File: config.mk
export PLATFORM = sky130hd
export DESIGN_NAME = ptc_top
export DESIGN_NICKNAME = d
export VERILOG_FILES = /design/src/inc/ptc_pkg.sv /design/src/ptc_prescale.sv /design/src/ptc_top.sv
export SDC_FILE = /design/constraint.sdc
export NUM_CORES = 1
export LEC_CHECK = 0
export ABC_AREA = 1
export BUFFER_PORTS_ARGS = -buffer_cell sky130_fd_sc_hd__buf_2
export CAP_MARGIN = 0
export CORE_ASPECT_RATIO = 0.7
export CORE_MARGIN = 2
export CORE_UTILIZATION = 55
export CTS_CLUSTER_DIAMETER = 30
export DETAILED_ROUTE_END_ITERATION = 6
export GPL_ROUTABILITY_DRIVEN = 0
export PLACE_DENSITY_LB_ADDON = 0.08
export SYNTH_ARGS = -nofsm -noshare
export SYNTH_HDL_FRONTEND = slang
export SYNTH_SLANG_ARGS = --single-unit
File: constraint.sdc
create_clock -name CLK -period 3.2 [get_ports CLK]
set_input_delay 0.32 -clock CLK [delete_from_list [all_inputs] [get_ports CLK]]
set_output_delay 0.32 -clock CLK [all_outputs]
set_load 0.1 [all_outputs]
File: src/inc/ptc_pkg.sv
// Constants shared by the paired timer control block
//
// Functional notes
// (RULE1) Input divider select 00/01/10/11 gives 1:1, 1:8, 1:64, 1:256 counts.
// (RULE2) Chain select bit 3 set joins lower and upper timers into one 32-bit count.
// (RULE3) Chain select clear runs two separate 16-bit timers, each on its own control.
// (RULE4) In 32-bit mode every upper control bit is ignored; lower control rules all.
// (RULE5) Source select set counts external pin rising edges; clear counts half CLK.
// (RULE6) Writing a control register while its run bit is set clears its prescaler.
// (RULE7) In 32-bit mode lower inputs clock and gate; match flags the upper interrupt.
// (RULE8) In 32-bit mode upper count word holds msw, lower count word holds lsw.
// (RULE9) Gate bit ignored with external source; internal source counts only while gate high.
package ptc_pkg;
  localparam int ADDR_W = 4;
  localparam int DATA_W = 16;
  localparam int PS_W = 8;

  // ****************************************************
  // Register offsets
  // ****************************************************
  localparam logic [ADDR_W-1:0] OFF_CTRL_LO = 4'h0;
  localparam logic [ADDR_W-1:0] OFF_CTRL_UP = 4'h1;
  localparam logic [ADDR_W-1:0] OFF_COUNT_LO = 4'h2;
  localparam logic [ADDR_W-1:0] OFF_COUNT_UP = 4'h3;
  localparam logic [ADDR_W-1:0] OFF_PERIOD_LO = 4'h4;
  localparam logic [ADDR_W-1:0] OFF_PERIOD_UP = 4'h5;
  localparam logic [ADDR_W-1:0] OFF_IRQ_STATUS = 4'h6;
  localparam logic [ADDR_W-1:0] OFF_IRQ_MASK = 4'h7;

  // ****************************************************
  // Control field positions and masks
  // ****************************************************
  localparam int RUN_BIT = 15;
  localparam int IDLE_HALT_BIT = 13;
  localparam int GATE_BIT = 6;
  localparam int DIV_HI = 5;
  localparam int DIV_LO = 4;
  localparam int CHAIN_BIT = 3;
  localparam int SRC_BIT = 1;
  localparam logic [DATA_W-1:0] CTRL_LO_MASK = 16'ha07a;
  localparam logic [DATA_W-1:0] CTRL_UP_MASK = 16'ha072;

  // ****************************************************
  // Reset values
  // ****************************************************
  localparam logic [DATA_W-1:0] CTRL_RESET = 16'h0000;
  localparam logic [DATA_W-1:0] COUNT_RESET = 16'h0000;
  localparam logic [DATA_W-1:0] PERIOD_RESET = 16'hffff;
  localparam logic [1:0] IRQ_RESET = 2'h0;

  // ****************************************************
  // Interrupt bits and divider codes
  // ****************************************************
  localparam int IRQ_LO_BIT = 0;
  localparam int IRQ_UP_BIT = 1;
  typedef enum logic [1:0] {
    PTC_DIV_1 = 2'b00,
    PTC_DIV_8 = 2'b01,
    PTC_DIV_64 = 2'b10,
    PTC_DIV_256 = 2'b11
  } ptc_div_e;
  localparam logic [PS_W-1:0] PS_LAST_1 = 8'h00;
  localparam logic [PS_W-1:0] PS_LAST_8 = 8'h07;
  localparam logic [PS_W-1:0] PS_LAST_64 = 8'h3f;
  localparam logic [PS_W-1:0] PS_LAST_256 = 8'hff;
endpackage

File: src/ptc_prescale.sv
// Input prescaler of one timer
module ptc_prescale
  import ptc_pkg::*;
(
  input wire logic clk,
  input wire logic rstn,
  input wire logic clear,
  input wire logic tick,
  input wire logic [1:0] sel,
  output logic pulse
);
  import ptc_pkg::*;

  logic [PS_W-1:0] cnt;
  logic [PS_W-1:0] next_cnt;
  logic [PS_W-1:0] last;
  logic next_pulse;

  always_comb begin
    case (ptc_div_e'(sel)) // RULE1
      PTC_DIV_1: last = PS_LAST_1;
      PTC_DIV_8: last = PS_LAST_8;
      PTC_DIV_64: last = PS_LAST_64;
      PTC_DIV_256: last = PS_LAST_256;
      default: last = PS_LAST_1;
    endcase
    next_cnt = cnt;
    next_pulse = 1'b0;
    if (clear) begin
      next_cnt = '0; // RULE6
    end else if (tick) begin
      if (cnt >= last) begin
        next_cnt = '0;
        next_pulse = 1'b1;
      end else begin
        next_cnt = cnt + 8'h01;
      end
    end
  end

  always_ff @(posedge clk or negedge rstn) begin
    if (!rstn) begin
      cnt <= '0;
      pulse <= 1'b0;
    end else begin
      cnt <= next_cnt;
      pulse <= next_pulse;
    end
  end
endmodule

File: src/ptc_top.sv
// Paired 16/32-bit timer pair with register port and interrupt
module ptc_top
  import ptc_pkg::*;
(
  input wire logic CLK,
  input wire logic RSTN,
  input wire logic [ptc_pkg::ADDR_W-1:0] ADDR,
  input wire logic [ptc_pkg::DATA_W-1:0] WDATA,
  input wire logic WR,
  input wire logic RD,
  output logic [ptc_pkg::DATA_W-1:0] RDATA,
  input wire logic [1:0] EXTERNAL_COUNT_PIN,
  input wire logic [1:0] GATE_PIN,
  input wire logic IDLE,
  output logic IRQ,
  output logic [1:0] MATCH
);
  import ptc_pkg::*;

  // ****************************************************
  // Pin synchronisers and internal half-rate clock
  // ****************************************************
  logic [1:0] pin_s1;
  logic [1:0] pin_s2;
  logic [1:0] pin_s3;
  logic [1:0] gate_s1;
  logic [1:0] gate_s2;
  logic half;
  logic next_half;
  logic [1:0] pin_rise;

  always_comb begin
    next_half = ~half;
  end

  always_ff @(posedge CLK or negedge RSTN) begin
    if (!RSTN) begin
      pin_s1 <= 2'h0;
      pin_s2 <= 2'h0;
      pin_s3 <= 2'h0;
      gate_s1 <= 2'h0;
      gate_s2 <= 2'h0;
      half <= 1'b0;
    end else begin
      pin_s1 <= EXTERNAL_COUNT_PIN;
      pin_s2 <= pin_s1;
      pin_s3 <= pin_s2;
      gate_s1 <= GATE_PIN;
      gate_s2 <= gate_s1;
      half <= next_half;
    end
  end

  assign pin_rise = pin_s2 & ~pin_s3;

  // ****************************************************
  // Register state
  // ****************************************************
  logic [DATA_W-1:0] ctrl_lo;
  logic [DATA_W-1:0] ctrl_up;
  logic [DATA_W-1:0] period_lo;
  logic [DATA_W-1:0] period_up;
  logic [1:0] irq_status;
  logic [1:0] irq_mask;
  logic [DATA_W-1:0] next_ctrl_lo;
  logic [DATA_W-1:0] next_ctrl_up;
  logic [DATA_W-1:0] next_period_lo;
  logic [DATA_W-1:0] next_period_up;
  logic [1:0] next_irq_status;
  logic [1:0] next_irq_mask;
  logic [DATA_W-1:0] next_rdata;
  logic next_irq;
  logic [1:0] next_match;

  // ****************************************************
  // Counter state
  // ****************************************************
  logic [DATA_W-1:0] count_lo;
  logic [DATA_W-1:0] count_up;
  logic [DATA_W-1:0] next_count_lo;
  logic [DATA_W-1:0] next_count_up;
  logic [1:0] match_set;

  // ****************************************************
  // Effective settings per timer
  // ****************************************************
  logic chain;
  logic wr_ctrl_lo;
  logic wr_ctrl_up;
  logic [DATA_W-1:0] ctl_eff [2];
  logic [1:0] run_eff;
  logic [1:0] raw_tick;
  logic [1:0] ps_clear;
  logic [1:0] ps_pulse;
  logic [1:0] ctl_run;

  assign chain = ctrl_lo[CHAIN_BIT];
  assign wr_ctrl_lo = WR && (ADDR == OFF_CTRL_LO);
  assign wr_ctrl_up = WR && (ADDR == OFF_CTRL_UP);
  assign ctl_run = {ctrl_up[RUN_BIT], ctrl_lo[RUN_BIT]};
  assign ps_clear[0] = wr_ctrl_lo && ctl_run[0]; // RULE6
  assign ps_clear[1] = wr_ctrl_up && ctl_run[1]; // RULE6

  generate
    for (genvar i = 0; i < 2; i++) begin : g_timer
      logic [DATA_W-1:0] own;
      logic int_tick;
      assign own = (i == 0) ? ctrl_lo : ctrl_up;
      assign ctl_eff[i] = (chain && i == 1) ? ctrl_lo : own; // RULE4
      assign run_eff[i] = ctl_eff[i][RUN_BIT] &&
                          !(IDLE && ctl_eff[i][IDLE_HALT_BIT]);
      assign int_tick = half &&
                        (!ctl_eff[i][GATE_BIT] || gate_s2[i]); // RULE9
      assign raw_tick[i] = run_eff[i] &&
                           (ctl_eff[i][SRC_BIT] ? pin_rise[i] : int_tick); // RULE5

      ptc_prescale u_prescale (
        .clk(CLK),
        .rstn(RSTN),
        .clear(ps_clear[i]),
        .tick(raw_tick[i]),
        .sel(ctl_eff[i][DIV_HI:DIV_LO]),
        .pulse(ps_pulse[i])
      );
    end
  endgenerate

  // ****************************************************
  // Counting and period match
  // ****************************************************
  always_comb begin
    next_count_lo = count_lo;
    next_count_up = count_up;
    match_set = 2'h0;
    if (chain) begin
      if (ps_pulse[0] && run_eff[0]) begin // RULE7
        if ({count_up, count_lo} == {period_up, period_lo}) begin // RULE2
          next_count_lo = COUNT_RESET;
          next_count_up = COUNT_RESET;
          match_set[IRQ_UP_BIT] = 1'b1; // RULE7
        end else begin
          {next_count_up, next_count_lo} = {count_up, count_lo} + 32'h1; // RULE8
        end
      end
    end else begin
      if (ps_pulse[0] && run_eff[0]) begin // RULE3
        if (count_lo == period_lo) begin
          next_count_lo = COUNT_RESET;
          match_set[IRQ_LO_BIT] = 1'b1;
        end else begin
          next_count_lo = count_lo + 16'h1;
        end
      end
      if (ps_pulse[1] && run_eff[1]) begin // RULE3
        if (count_up == period_up) begin
          next_count_up = COUNT_RESET;
          match_set[IRQ_UP_BIT] = 1'b1;
        end else begin
          next_count_up = count_up + 16'h1;
        end
      end
    end
    if (WR && ADDR == OFF_COUNT_LO) begin
      next_count_lo = WDATA;
    end
    if (WR && ADDR == OFF_COUNT_UP) begin
      next_count_up = WDATA;
    end
  end

  always_ff @(posedge CLK or negedge RSTN) begin
    if (!RSTN) begin
      count_lo <= COUNT_RESET;
      count_up <= COUNT_RESET;
    end else begin
      count_lo <= next_count_lo;
      count_up <= next_count_up;
    end
  end

  // ****************************************************
  // Register writes, reads and interrupt
  // ****************************************************
  always_comb begin
    next_ctrl_lo = ctrl_lo;
    next_ctrl_up = ctrl_up;
    next_period_lo = period_lo;
    next_period_up = period_up;
    next_irq_mask = irq_mask;
    next_irq_status = irq_status;
    if (wr_ctrl_lo) begin
      next_ctrl_lo = WDATA & CTRL_LO_MASK;
    end
    if (wr_ctrl_up) begin
      next_ctrl_up = WDATA & CTRL_UP_MASK;
    end
    if (WR && ADDR == OFF_PERIOD_LO) begin
      next_period_lo = WDATA;
    end
    if (WR && ADDR == OFF_PERIOD_UP) begin
      next_period_up = WDATA;
    end
    if (WR && ADDR == OFF_IRQ_MASK) begin
      next_irq_mask = WDATA[1:0];
    end
    if (WR && ADDR == OFF_IRQ_STATUS) begin
      next_irq_status = irq_status & ~WDATA[1:0];
    end
    next_irq_status = next_irq_status | match_set;
    next_irq = |(next_irq_status & next_irq_mask);
    next_match = match_set;
    next_rdata = '0;
    if (RD) begin
      case (ADDR)
        OFF_CTRL_LO: next_rdata = ctrl_lo;
        OFF_CTRL_UP: next_rdata = ctrl_up;
        OFF_COUNT_LO: next_rdata = count_lo; // RULE8
        OFF_COUNT_UP: next_rdata = count_up; // RULE8
        OFF_PERIOD_LO: next_rdata = period_lo;
        OFF_PERIOD_UP: next_rdata = period_up;
        OFF_IRQ_STATUS: next_rdata = {14'h0, irq_status};
        OFF_IRQ_MASK: next_rdata = {14'h0, irq_mask};
        default: next_rdata = '0;
      endcase
    end
  end

  always_ff @(posedge CLK or negedge RSTN) begin
    if (!RSTN) begin
      ctrl_lo <= CTRL_RESET;
      ctrl_up <= CTRL_RESET;
      period_lo <= PERIOD_RESET;
      period_up <= PERIOD_RESET;
      irq_status <= IRQ_RESET;
      irq_mask <= IRQ_RESET;
      RDATA <= '0;
      IRQ <= 1'b0;
      MATCH <= 2'h0;
    end else begin
      ctrl_lo <= next_ctrl_lo;
      ctrl_up <= next_ctrl_up;
      period_lo <= next_period_lo;
      period_up <= next_period_up;
      irq_status <= next_irq_status;
      irq_mask <= next_irq_mask;
      RDATA <= next_rdata;
      IRQ <= next_irq;
      MATCH <= next_match;
    end
  end
endmodule

; Word level (Yosys, flattened, before mapping)
; Index checks and enable logic that the tools add are counted.
[totals]
regBits = 129
input_bits = 29
out_inout_bits = 19
word_cells = 128
[op_classes]
add_sub_neg = 5
n_lt_le_gt_ge = 2
n_eq_ne = 17
n_mux = 41
bitwise_logic = 7
n_reduce_logical = 35
[ops]
columns = operator, n
row1 = 16-bit two-way mux, 14
row2 = 16-bit one-hot mux with 8 select lines, 1
row3 = 8-bit one-hot mux with 4 select lines, 2
row4 = 8-bit two-way mux, 6
row5 = 16-bit by 1-bit adder with 16-bit output (second input constant), 2
row6 = 32-bit by 1-bit adder with 32-bit output (second input constant), 1
row7 = 16-bit equality test, 2
row8 = 32-bit equality test, 1
row9 = 1-bit logical AND, 20
row10 = 8-bit by 1-bit adder with 8-bit output (second input constant), 2
row11 = 4-bit by 3-bit equality test with 1-bit output (second input constant), 4
row12 = 8-bit >= comparator, 2
row13 = 1-bit two-way mux, 16
row14 = 2-bit equality test (second input constant), 4
row15 = 4-bit by 2-bit equality test with 1-bit output (second input constant), 2
row16 = 2-bit bitwise AND, 3
row17 = 2-bit nonzero test, 3
row18 = 2-bit by 1-bit equality test with 1-bit output (second input constant), 2
row19 = 4-bit by 1-bit equality test with 1-bit output (second input constant), 1
row20 = 1-bit zero test, 4
row21 = 2-bit zero test, 2
row22 = 4-bit zero test, 1
row23 = 2-bit two-way mux, 2
row24 = 2-bit NOT, 2
row25 = other kinds (7), 8

; Longest topological paths before layout
; Gate-level depths: netlist of run 1.
[logic_depth]
depth_word = 10
ltp_mapped = 15
depth_no_buf = 15

; Modules after synthesis
; A second synthesis of run 1 with hierarchy kept.
[unflattened]
cells_unflattened = 1260
hier_area_um2 = 8553.2
[by_module_without_submodules]
columns = module, n_inst, cells_per_inst, area_each_um2, seq_area_each_um2
row1 = ptc_top, 1, 1046, 7129.3, 2817.7
row2 = ptc_prescale, 2, 107, 711.9, 225.2

; Least setup slack after synthesis of run 1
; No wires, ideal clock.
[synth_timing]
path_kind = reg2reg
from = reg ctrl_lo[3]
to = reg g_timer[1].u_prescale.cnt[6]
setup_time_ns = 0.066
arrival_ns = 2.020
required_ns = 3.134
path_slack_ns = 1.114
path_stages_with_launch = 13
n_path_buf = 1
period_less_slack_ns = 2.086
path_cell_list = dfrtp_1 buf_4 nand2_1 o21ai_0 or2_2 ha_1 nand2_1 nor2_1 a211oi_1 nand2_1 inv_1 nand3_1 nand2_1
[synth_via]
elab_chain_len = 7
word_cells_on_any_way = 19
cone_classes = order compare (1) / eq/ne (3) / mux (6) / reduce/logical (9)
[synth_rtl]
columns = element, line
row1 = from (decl), ptc_top.sv:59  ; logic [DATA_W-1:0] ctrl_lo;
row2 = from (signal assigned), ptc_top.sv:240  ; ctrl_lo <= next_ctrl_lo;
row3 = 16-bit two-way mux *, ptc_top.sv:109  ; assign ctl_eff[i] = (chain && i == 1) ? ctrl_lo : own;
row4 = "2-bit equality test, or another cell as far along", ptc_prescale.sv:20  ; case (ptc_div_e'(sel))
row5 = 8-bit one-hot mux with 4 select lines or 1-bit logical OR (tied branches), "ptc_prescale.sv:20, ptc_top.sv:113"
row6 = 8-bit >= comparator or 1-bit logical AND (tied branches), "ptc_prescale.sv:32, ptc_top.sv:112"
row7 = 8-bit two-way mux or 1-bit two-way mux (tied branches), "ptc_prescale.sv:32, ptc_top.sv:115"
row8 = 8-bit two-way mux or 1-bit logical AND (tied branches), "ptc_prescale.sv:31, ptc_top.sv:114"
row9 = 8-bit two-way mux or 2-bit nonzero test (tied branches), -
row10 = to (signal assigned), ptc_prescale.sv:46  ; cnt <= next_cnt;
row11 = to (decl), ptc_prescale.sv:14  ; logic [PS_W-1:0] cnt;
; Every way passes the cells marked *; elsewhere a longest branch is shown, timed or not. The select of a mux whose other input is x is not followed.
; A chain may end at the register's enable or synchronous reset.

; Worst setup path after layout of run 1
[layout_timing]
from = reg ctrl_lo[5]
to = reg g_timer[1].u_prescale.cnt[6]
[layout_via]
elab_chain_len = 7
word_cells_on_any_way = 10
cone_classes = order compare (1) / eq/ne (3) / mux (5) / reduce/logical (1)
[layout_rtl]
columns = element, line
row1 = 16-bit two-way mux *, ptc_top.sv:109
row2 = "2-bit equality test, or another cell as far along", ptc_prescale.sv:20
row3 = 8-bit one-hot mux with 4 select lines *, ptc_prescale.sv:20
row4 = 8-bit >= comparator *, ptc_prescale.sv:32  ; if (cnt >= last) begin
row5 = 8-bit two-way mux *, ptc_prescale.sv:32
row6 = 8-bit two-way mux *, ptc_prescale.sv:31  ; end else if (tick) begin
row7 = 8-bit two-way mux *, ptc_prescale.sv:29  ; if (clear) begin
; Marks and branches as above.

==> impl.org, run 1 <==
** Cells and area
- Area occupied by multi-input gates :: 4130 sq um
- Sequential Area :: 3270 sq um
- Fraction of layout cells with a size suffix above 1 :: 12.0%
- Final antenna diode count :: 0
- Fill cell instance count of the final layout :: 1348
- Finished Cell Area :: 9260 sq um
- For this run, the post-layout net count is 1291.
- From synthesis to final layout, the design area changed by 12.6%.

** Global route
- Entering global routing, the biggest net connects 77 pins.
- Antenna violations before repair :: 0
- All-Layer GR Usage :: 33.6%
- After global routing the overflow that remains totals 0.
- Via count of the first global-routing pass :: 7415
- The first global-routing pass estimated 40700 um of wire.

** Clock network
- Post-CTS Setup Bufs :: 0
- Clock tree from TritonCTS :: built
- Max Buffers Root-to-Sink :: 2
- Cell at the root of the clock tree :: clkbuf_16
- TritonCTS Buffers :: 17
- The H-tree generated during clock tree synthesis spans 4 levels.
- Clock-pin slew was measured on the worst setup and hold paths at 0.06 ns.
- Number of sinks handled by clock tree synthesis :: 129
- Once the clock tree was built, the resizer swapped 0 gates to a different size.
- The number of hold buffers added after CTS was 4.
- Clock latency on the worst-skew pair, taken at its later pin, is 0.43 ns.

** Yosys
- Summed over all instances, the cell type with the most area after synthesis is dfrtp_1.
- Number of distinct library cells after synthesis :: 46
- The most used flip-flop cell after synthesis is dfrtp_1.
- Counting instances in the post-synthesis netlist gives the leading cell types as nand2_1, inv_1, nor2_1.
- Of the synthesized area, sequential elements account for 39.7%.
- Post-Syn Instances :: 1197
- Sorting the synthesized cells by area gives the leading types as dfrtp_1, nand2_1, dfstp_2, inv_1, o21ai_0.
- Synth Net Count :: 1242
- EDFF count, synth :: 0
- Mean cell area of the mapped netlist :: 6.87 sq um
- Counting flops with an async set or reset pin after synthesis yields a share of 100%.
- For this run, the number of Yosys warnings is 0.
- Number of synthesized register bits :: 129
- The synthesized netlist occupies a cell area of 8220 sq um.
- nand2_1 is the most common cell in the netlist.
- The share of synthesized area in the top cell type comes to 29.5%.

** Timing
- Final Critical Period :: 2.35 ns
- After routing, the total negative slack on setup checks comes to 0 ns.
- Setup repair after global routing left no endpoint under its margin.
- Count of endpoints failing hold in the final timing report :: 0
- For the pin with the worst max-slew slack, the measured transition is 0.983 ns.
- Setup violations remaining at the end of the flow were counted as 0.
- Based on the critical path, the design can be clocked at up to 425 MHz.
- In this run the tightest slew margin relative to its limit is 34.3%.
- Clock Skews :: 0.00998 ns
- Hold is met by 0.163 ns.
- Max-slew violations :: 0
- Of the available clock period, the critical path in the final layout requires 73.6%.

** Power
- PD cells :: 687 nW/um^2
- Overall power of the completed layout :: 6.36 mW
- Peak supply drop :: 0.407 mV
- Static Leakage :: 4.88 nW

** Floorplanning
- The floorplan step set the die height to 106 um.
- For this configuration, the core starts out at a cell density of 56.0%.
- Die width :: 150 um
- Row cnt :: 37
- Full die area :: 16000 sq um
- 48 I/O pins were placed.
- The floorplan step defined a core boundary enclosing 14700 sq um.

** Placed design
- Cell area after placement :: 8620 sq um
- Number of buffer cells added on primary ports :: 47
- Half-perimeter wire length after placement :: 18700 um

** Setup path
- CP cell instances :: inv_1 > nand2_1 > o21ai_0 > or2_2 > ha_1 > nand2_1 > nor2_1 > a211oi_1 > nand2_1 > inv_1 > nand3_1 > nand2_1
- Capturing element type of the critical path :: flop
- For this run, the slowest stage of the critical path takes 0.39 ns.
- CP Launch Type :: flop
- Kind of critical path :: flop to flop
- At the worst endpoint, the required time is 3.57 ns.
- Cell with the biggest individual delay on the critical path :: or2_2
- Crit path arrival time :: 2.72 ns
- The most numerous cell type found on the critical path is nand2_1.
- Grouping stages by cell kind, the critical path spends the most delay in simple AND/OR/NAND/NOR gates.
- Together, buffers and inverters on the worst path number 2.
- In this run the worst path has a maximum fanout of 6.

** Routing
- Number of iterations in the first detailed-routing pass :: 7
- The routed layout has 8187 vias.
- In the routed design, unresolved DRC markers number 5.
- DRC marker count from the first detailed-route iteration :: 996
- Antenna Nets Post-Route :: 0
- Routed Wire Length :: 25400 um
- Per-cell via count in the routed design :: 5.63
- Drt wl/cell :: 17.5 um

** Min path
- The path class of the tightest hold or removal check is input port to flop.

** Run status
- The flow ran to the end, but the final reports show violations.
- Violations in the final reports :: design-rule violations

** Flow run
- Across the run, the number of max-cap violations was 0.
registers in the layout (all words and copies together) (netlist names):
| register | count |
|---|---|
| RDATA | 16 |
| count_lo | 16 |
| count_up | 16 |
| g_timer.u_prescale.cnt | 16 |
| period_lo | 16 |
| period_up | 16 |
| ctrl_lo | 7 |
| ctrl_up | 6 |
| MATCH | 2 |
| g_timer.u_prescale.pulse | 2 |
| gate_s1 | 2 |
| gate_s2 | 2 |
| irq_mask | 2 |
| irq_status | 2 |
| pin_s1 | 2 |
| pin_s2 | 2 |
| pin_s3 | 2 |
| IRQ | 1 |
| half | 1 |
worst register-to-register path: cells and delay by family, from the launching register on:
| kind | cells | cell delay, ns |
|---|---|---|
| buffers and inverters | 2 | 0.30 |
| flip-flops | 1 | 0.36 |
| AO/OA/AOI/OAI | 2 | 0.40 |
| AND/OR/NAND/NOR | 7 | 0.94 |
| adder cells (fa/ha/maj) | 1 | 0.29 |
area by class of cell:
cell class              instances  share of cell area, %
repair buffers                 59                   3.85
multi-input cells             859                   44.5
clock buffers                  19                   4.78
well taps                     195                   2.63
inverters                     180                   7.29
flip-flops and latches        129                   35.3
clock inverters                13                   1.62
cells in the final DEF (no fill, tap or decap), drive strengths merged, types with 2 or more instances in the layout:
cell         synthesis  final
a21oi               24     24
a221oi               8      8
a31oi                4      4
buf                 16     54
bufinv               0      2
clkbuf              13     19
clkinv               1      5
dfrtp               97     97
dfstp               32     32
dlygate4sd3          0      5
ha                  16     16
inv                179    185
nand2              402    402
nand3               71     71
nand3b               3      3
nand4                6      6
nor2               120    120
nor3                10     10
nor3b                2      2
o21a                 2      2
o21ai               97     97
o21bai               2      2
o22ai               43     43
or2                  6      6
xnor2               11     11
xor2                23     23
stage by stage:
stage / utilization, % / instances / setup slack [ns]
detailed placement: 58.7 / 1417 / 0.786
global placement: 58.7 / 1417 / 0.905
floorplan: - / 1197 / 1.11
finish: 63.1 / 1454 / 0.846
CTS: 63.1 / 1453 / 0.864
global route: 63.1 / 1454 / 0.629
path summary, 6_finish.rpt:
check / from / endpoint / slack [ns] / depth (start not counted)
max in group asynchronous: RSTN / period_up[7] / 1.91 / 3
hold / removal: WDATA[1] / ctrl_up[1] / 0.16 / 3
setup / recovery: ctrl_lo[5] / g_timer[1].u_prescale.cnt[6] / 0.85 / 12
min in group asynchronous: RSTN / g_timer[0].u_prescale.cnt[3] / 0.47 / 2
hold reg to reg: pin_s1[0] / pin_s2[0] / 0.35 / 0
setup reg to reg: ctrl_lo[5] / g_timer[1].u_prescale.cnt[6] / 0.85 / 12
cells by family (layout without fill, tap and decap cells):
logic type      Yosys count  in the layout  share of synthesized area [%]
simple gates            623            623                           31.3
buf+inv                 209            271                           10.1
compound gates          186            186                           12.8
flops                   129            129                           39.7
xor+xnor                 34             34                           3.62
fa+ha+maj                16             16                           2.43
power breakdown:
group          internal (mW)  total, mW  switching, mW
Clock                   1.18       1.99          0.811
Sequential              2.01       2.44          0.424
Combinational          0.665       1.93           1.27
Total                   3.86       6.36           2.50
per-layer routing:
layer	up-vias	part of all wire, %	GRT usage, %
li1	3906	-	-
met4	0	1.6	6.60
met5	-	0	0
met2	473	39	44.4
met3	46	14	10.9
met1	3762	46	53.0
Note: power is estimated with default switching activity, not from simulation.
==> run 2: changes to the inputs <==
==> constraint.sdc (replaced) <==
create_clock -name CLK -period 2.4 [get_ports CLK]
set_input_delay 0.24 -clock CLK [delete_from_list [all_inputs] [get_ports CLK]]
set_output_delay 0.24 -clock CLK [all_outputs]
set_load 0.1 [all_outputs]
==> run 2 against run 1 <==
The flow now finishes without violations. Total power is 33% higher. Die area unchanged. Utilization rose by 0.76 points. Sequential power rose by 34%. Largest cell class unchanged.
==> impl.org, run 2 (same netlist as run 1, synthesis figures left out) <==
** Floorplanning
- Die width :: 150 um
- Chip height :: 106 um
- The total area inside the core boundary comes to 14700 sq um.
- The floorplan step defined a die boundary enclosing 16000 sq um.
- Once the floorplan was initialized, standard cells occupied 56.0% of the core.
- Io pins :: 48
- Row cnt :: 37

** Clock network
- Cell at the root of the clock tree :: clkbuf_16
- Number of sinks handled by clock tree synthesis :: 129
- Post-CTS Setup Bufs :: 0
- In this run the deepest clock path goes through 2 buffers.
- TritonCTS built the clock tree.
- After clock tree synthesis, the clock-pin slew on the worst setup and hold paths is 0.06 ns.
- Insertion delay of the later-clocked pin in the worst-skew pair :: 0.43 ns
- TritonCTS Buffers :: 17
- # H-tree levels :: 4

** Power
- Net switching is 40.2% of the power.
- The internal portion of the total power is 5.05 mW.
- Net Sw Power :: 3.40 mW
- Of the total power, combinational logic draws 31.6%.
- PD cells :: 901 nW/um^2
- Clock network fraction of total power :: 29.8%
- In this run the static leakage power is 4.95 nW.
- Relative contribution of sequential cells to total power :: 38.6%
- The worst-case IR drop observed on VDD is 0.455 mV.

** Timing
- Slew headroom :: 55.4%
- At the pin with the least slew margin, the transition time is 0.667 ns.
- For this run, the top clock speed supported by timing is 457 MHz.
- After routing, the total negative slack on setup checks comes to 0 ns.
- The number of hold violations in the final report was 0.
- Setup-failing EPs final :: 0
- In the finished design, the share of the clock period the worst path needs comes to 91.2%.
- Setup repair after global routing missed its margin :: false
- The max-slew violation total from the final report came to 0.
- On the final layout, the worst clock skew is 0.00777 ns.
- The smallest clock period supported by the final layout is computed as 2.19 ns.

** Setup path
- CP cell instances :: buf_4 > inv_1 > buf_4 > nand2_1 > nand2_2 > nor2_2 > nand2_1 > nand2_1
- Crit path arrival time :: 2.56 ns
- Along the worst path, the maximum fanout reaches 25.
- Critical path's top delay family :: simple AND/OR/NAND/NOR gates
- First element of the critical path :: ctrl_lo[3]
- Cell with the biggest individual delay on the critical path :: nor2_2
- Slowest stage delay, CP :: 0.49 ns
- The startpoint identified for the worst register-to-register timing path is ctrl_lo[3].
- STA classifies the critical path endpoint as a flop.
- At the worst endpoint, the required time is 2.77 ns.
- Dominant cell type by count on the critical path :: nand2_1
- The number of buffers and inverters on the critical path is 3.
- STA classifies the critical path startpoint as a flop.
- The critical path in this run is classified as flop to flop.

** Cells and area
- From synthesis to final layout, the design area changed by 14.0%.
- Final antenna diode count :: 0
- Fin util :: 63.9%
- Leaving out fill and tap cells, the most frequent cell in the layout is nand2_1.
- Cells with a size suffix above 1 make up 13.4% of the layout.
- In the layout the commonest cells are nand2_1, inv_1, nor2_1.
- The final layout contains 1310 nets.
- Fill cell instance count of the final layout :: 1364

** Min path
- The startpoint identified for the worst hold timing path is WDATA[15].
- The path class of the tightest hold or removal check is input port to flop.

** Flow run
- Max-cap violations in this run came to 0.

** Global route
- The via count of the first global-routing pass was 7602.
- Entering global routing, the biggest net connects 58 pins.
- For this run, the total global-route usage over all layers was measured as 34.2%.
- Global routing finished with a remaining overflow of 0.
- First-pass GRT wire length :: 41100 um
- Antenna violations before repair :: 0

** Routing
- For this block, the initial DRC count from the detailed router was 933.
- Routed Wire Length :: 25800 um
- Once detail routing completed, the nets flagged for antenna violations numbered 0.
- Drt wl/cell :: 17.5 um
- The routed layout has 8190 vias.
- Number of iterations in the first detailed-routing pass :: 6
- For this run, design rule violations remaining after detail routing come to 0.
- After detailed routing, the number of vias per cell comes to 5.56.

** Placed design
- Summed over all nets, the half-perimeter wirelength after detailed placement is 19400 um.
- Number of buffer cells added on primary ports :: 47

** Run status
- Run status :: finished clean
[run 2: worst paths after layout]
kind	endpoint	slack (ns)	depth (start not counted)
worst max-delay path	count_lo[12]	0.21	8
worst min-delay path	ctrl_lo[15]	0.10	3
worst max register to register	count_lo[12]	0.21	8
worst min register to register	pin_s2[1]	0.35	0
max in group asynchronous	period_up[1]	1.29	3
min in group asynchronous	g_timer[0].u_prescale.cnt[3]	0.34	2
[run 2: power by group through the flow]
stage                     sequential [mW]  combinational [mW]  clock, mW
final                                3.26                2.67       2.52
after global routing                 3.31                3.02       2.65
after CTS                            3.23                2.61       2.53
after detailed placement             3.26                2.58          0
after global placement               3.25                2.53          0
after floorplan                      3.18                1.81          0
[run 2: area by class of cell]
cell class                      count  area, sq um  share of cell area, %
Multi-Input combinational cell    859         4130                   44.0
Tap cell                          195          244                   2.60
Clock inverter                     14          133                   1.41
Sequential cell                   129         3270                   34.9
Inverter                          180          676                   7.21
Timing Repair Buffer               78          499                   5.32
Clock buffer                       18          429                   4.58
[run 2: metrics by stage]
step / hold WS [ns] / instances / power [mW] / area [sq um] / setup WS, ns
2_1_floorplan: -0.0556 / 1197 / 5.00 / 8220 / 0.314
3_3_place_gp: 0.241 / 1436 / 5.78 / 8760 / 0.331
3_5_place_dp: 0.238 / 1436 / 5.84 / 8760 / 0.228
4_1_cts: 0.0938 / 1473 / 8.37 / 9380 / 0.180
5_1_grt: 0.104 / 1473 / 8.98 / 9380 / 0.00248
6_report: 0.101 / 1473 / 8.44 / 9380 / 0.212
[run 2: layer usage]
layer,track usage (%),share of wire (%)
met2,44.2,39
met4,7.61,1.4
met1,51.8,46
met3,15.1,14
met5,0,0
[run 2: repair_timing]
item                                    in CTS  in global routing
endpoints found under the hold margin       54                  0
hold buffers                                 5                  0
resized for setup                            0                  1
endpoints found under the setup margin       0                  4
[run 2: worst reg2reg max path: stages, from the launching register on]
cell     delay (ns)
dfrtp_1        0.47
buf_4          0.35
inv_1          0.16
buf_4          0.22
nand2_1        0.14
nand2_2        0.10
nor2_2         0.49
nand2_1        0.12
nand2_1        0.08
==> run 3: changes to the inputs <==
--- a/config.mk
+++ b/config.mk
@@ -5,7 +5,6 @@
 export SDC_FILE = /design/constraint.sdc
 export NUM_CORES = 1
 export LEC_CHECK = 0
-export ABC_AREA = 1
 export BUFFER_PORTS_ARGS = -buffer_cell sky130_fd_sc_hd__buf_2
 export CAP_MARGIN = 0
 export CORE_ASPECT_RATIO = 0.7
@@ -14,7 +13,7 @@
 export CTS_CLUSTER_DIAMETER = 30
 export DETAILED_ROUTE_END_ITERATION = 6
 export GPL_ROUTABILITY_DRIVEN = 0
-export PLACE_DENSITY_LB_ADDON = 0.08
+export PLACE_DENSITY = 0.73
 export SYNTH_ARGS = -nofsm -noshare
 export SYNTH_HDL_FRONTEND = slang
 export SYNTH_SLANG_ARGS = --single-unit
==> run 3 against run 2 <==
Cell area is 3.7% lower. First-iteration DRC count increased by 7.5%. Synthesized cell count down 38%. Die area shrank 11%. Setup slack lost 0.20 ns. Cell count decreased by 30%.
==> impl.org, run 3 <==
** Routing
- Drt wl/cell :: 22.7 um
- In the routed design, unresolved DRC markers number 0.
- DRC marker count from the first detailed-route iteration :: 1003
- The detail route stage leaves a number of antenna-violating nets equal to 0.
- Via total after detailed routing :: 6873
- The final layout contains routed wiring with a total length of 23500 um.
- Per-cell via count in the routed design :: 6.65
- The first detailed-routing pass ran for 6 iterations.

** Cells and area
- Most frequent cells in the layout :: dfrtp_1, nand2_1, buf_4
- Fin util :: 69.2%
- Commonest non-fill, non-tap cell in the layout :: dfrtp_1
- Fill cell instance count of the final layout :: 997
- At the end of the flow, the number of nets in the layout was 900.
- Post-route insts no fill :: 1034
- Fraction of layout cells with a size suffix above 1 :: 32.7%
- From synthesis to final layout, the design area changed by 23.7%.
- Final antenna diode count :: 0

** Global route
- Entering global routing, the biggest net connects 54 pins.
- First-pass GRT wire length :: 36800 um
- For this run the aggregate overflow at the end of global routing stands at 0.
- Antenna violations before repair :: 0
- Via count of the first global-routing pass :: 6518
- For this run, the total global-route usage over all layers was measured as 34.4%.

** Timing
- For this run, the top clock speed supported by timing is 420 MHz.
- Slew headroom :: 45.6%
- Count of endpoints failing hold in the final timing report :: 0
- Hold timing on the final database bottoms out at a slack of 0.111 ns.
- Setup-failing EPs final :: 0
- The worst path uses 99.3% of the clock period.
- Final Critical Period :: 2.38 ns
- Setup repair after global routing missed its margin :: true
- Max-slew violations :: 0
- Setup slack on the critical path of the routed design comes to 0.0166 ns.
- At the pin with the least slew margin, the transition time is 0.814 ns.
- On the final layout, the worst clock skew is 0.0115 ns.

** Setup path
- The number of buffers and inverters on the critical path is 1.
- For the worst setup path, the data arrival time is 2.69 ns.
- Kind of critical path :: flop to flop
- CP Launch Type :: flop
- Largest fanout on the critical path :: 6
- In this design, the stage delay of the slowest critical-path cell is 0.45 ns.
- Data on the critical path is required at its endpoint by 2.71 ns.
- Counting buffers and inverters, the worst setup path is 10 cells deep.
- The signal on the critical path passes through o21bai_4 > and2_1 > ha_4 > or2_2 > a31oi_1 > o31a_1 > o221ai_4 > buf_4 > nor2_1 > a211o_1.
- The largest individual stage delay along the critical path comes from the cell dfrtp_2.
- Worst Reg-to-Reg Cells :: 10
- Capturing element type of the critical path :: flop
- Critical path's top delay family :: compound AO/OA/AOI/OAI gates

** Power
- Power spread over the standard cell area amounts to 873 nW/um^2.
- The worst-case IR drop observed on VDD is 0.662 mV.
- In this run the static leakage power is 3.96 nW.

** Clock network
- At the later pin of the worst-skew pair, clock insertion delay measures 0.43 ns.
- The H-tree was split into 4 levels.
- Cell at the root of the clock tree :: clkbuf_16
- Buffers inserted during clock tree synthesis total 17.
- Max Buffers Root-to-Sink :: 2
- After clock tree synthesis, the clock-pin slew on the worst setup and hold paths is 0.06 ns.
- TritonCTS built the clock tree.
- CTS saw 129 sinks.

** Placed design
- Detailed placement finished with a half-perimeter wire length of 16700 um.
- The count of buffers added on input and output ports is 47.
- Including well taps, the total number of placed cells is 989.
- OpenSTA, run right after detailed placement, puts the worst setup slack at -0.110 ns.

** Floorplanning
- Core Region :: 13100 sq um
- In this run the core area contains 35 standard-cell rows.
- The die covers 14200 sq um.
- Io pins :: 48
- Die width :: 142 um
- Chip height :: 100 um
- Starting Density :: 55.9%

** Yosys
- Synth Net Count :: 788
- Most instantiated cells after synthesis :: dfrtp_1, nand2_1, nor2_1
- Sequential cells were found to cover 44.8% of the synthesized design area.
- The synthesized design spends more area on one cell type than any other, namely dfrtp_1.
- Among all cell types in the netlist, the one instantiated most often is dfrtp_1.
- Of the post-synthesis cell area, the dominant cell type holds 33.3%.
- The average instance in the mapped netlist occupies 9.82 sq um.
- Synthesis handed over a netlist of 743 instances.
- In the synthesized netlist the async set-or-reset flop fraction comes to 100%.
- In this run, distinct cell masters in the synthesized netlist total 70.
- In the post-synthesis netlist, the biggest area contributors are dfrtp_1, dfstp_2, mux2_2, xor2_1, nand2_1.
- In this run, synthesis inferred 0 flip-flops with an integrated enable.
- Ys flop type :: dfrtp_1
- Area of the mapped netlist :: 7300 sq um
- Counting flops and latches in the post-synthesis netlist gives 129.
- Count of yosys warnings during synthesis :: 0

** Run status
- Run status :: finished clean

** Min path
- Class of the worst hold path :: input port to flop
- Hold Path Depth :: 3

** Flow run
- Max-cap violations in this run came to 0.
[run 3: layout make-up]
type	count	area, sq um	area share (%)
clock inverter	15	138	1.52
inverter	14	52.6	0.582
clock buffer	17	425	4.71
tap	166	208	2.30
sequential	129	3270	36.3
multi-input combinational	558	3970	44.0
timing repair buffer	135	956	10.6
[run 3: cell families after synthesis]
logic type,share of synthesized area [%]
flops,44.8
compound gates,17.4
simple gates,18.1
xor+xnor,5.76
buf+inv,3.19
mux,8.04
fa+ha+maj,2.74
[run 3: metrics by stage]
| step | TNS, ns | power (mW) | cell area [sq um] |
|---|---|---|---|
| after floorplan | -0.833 | 4.28 | 7370 |
| after CTS | 0 | 7.66 | 8880 |
| after detailed placement | -1.13 | 5.05 | 8190 |
| after global routing | -0.415 | 8.20 | 9030 |
| after global placement | -0.0620 | 4.93 | 8190 |
| final | 0 | 7.88 | 9030 |
[run 3: power breakdown]
group	internal, mW	switching [mW]	total (mW)	leakage, nW
Combinational	1.02	1.17	2.19	2.14
Sequential	2.64	0.524	3.16	1.55
Clock	1.37	1.16	2.53	0.270
[run 3: worst paths after layout]
kind | to | start | slack, ns
max in group asynchronous | period_up[8] | RSTN | 1.15
min reg2reg | gate_s2[0] | gate_s1[0] | 0.35
min | count_lo[9] | WDATA[9] | 0.11
min in group asynchronous | gate_s1[1] | RSTN | 0.40
max | g_timer[1].u_prescale.cnt[5] | ctrl_lo[3] | 0.02
max reg2reg | g_timer[1].u_prescale.cnt[5] | ctrl_lo[3] | 0.02
[run 3: tightest hold or removal path, stage by stage]
cell and delay [ns]:
buf_2 0.14, nand2_1 0.06, o31ai_1 0.06
[run 3: layer usage]
| metal | vias to the layer above | share of wire, % | track usage (%) |
|---|---|---|---|
| li1 | 2979 | - | - |
| met1 | 3361 | 41 | 50.4 |
| met2 | 483 | 42 | 48.8 |
| met3 | 50 | 15 | 11.6 |
| met4 | 0 | 1.5 | 9.15 |
| met5 | - | 0 | 0 |
[run 3: timing repair]
item | 4_1_cts | 5_1_grt
setup endpoints to repair | 21 | 31
pin swaps | 7 | 13
cloned | 1 | 0
hold endpoints to repair | 49 | 0
hold buffers | 5 | 0
gates resized for setup | 9 | 28
setup buffers | 4 | 3
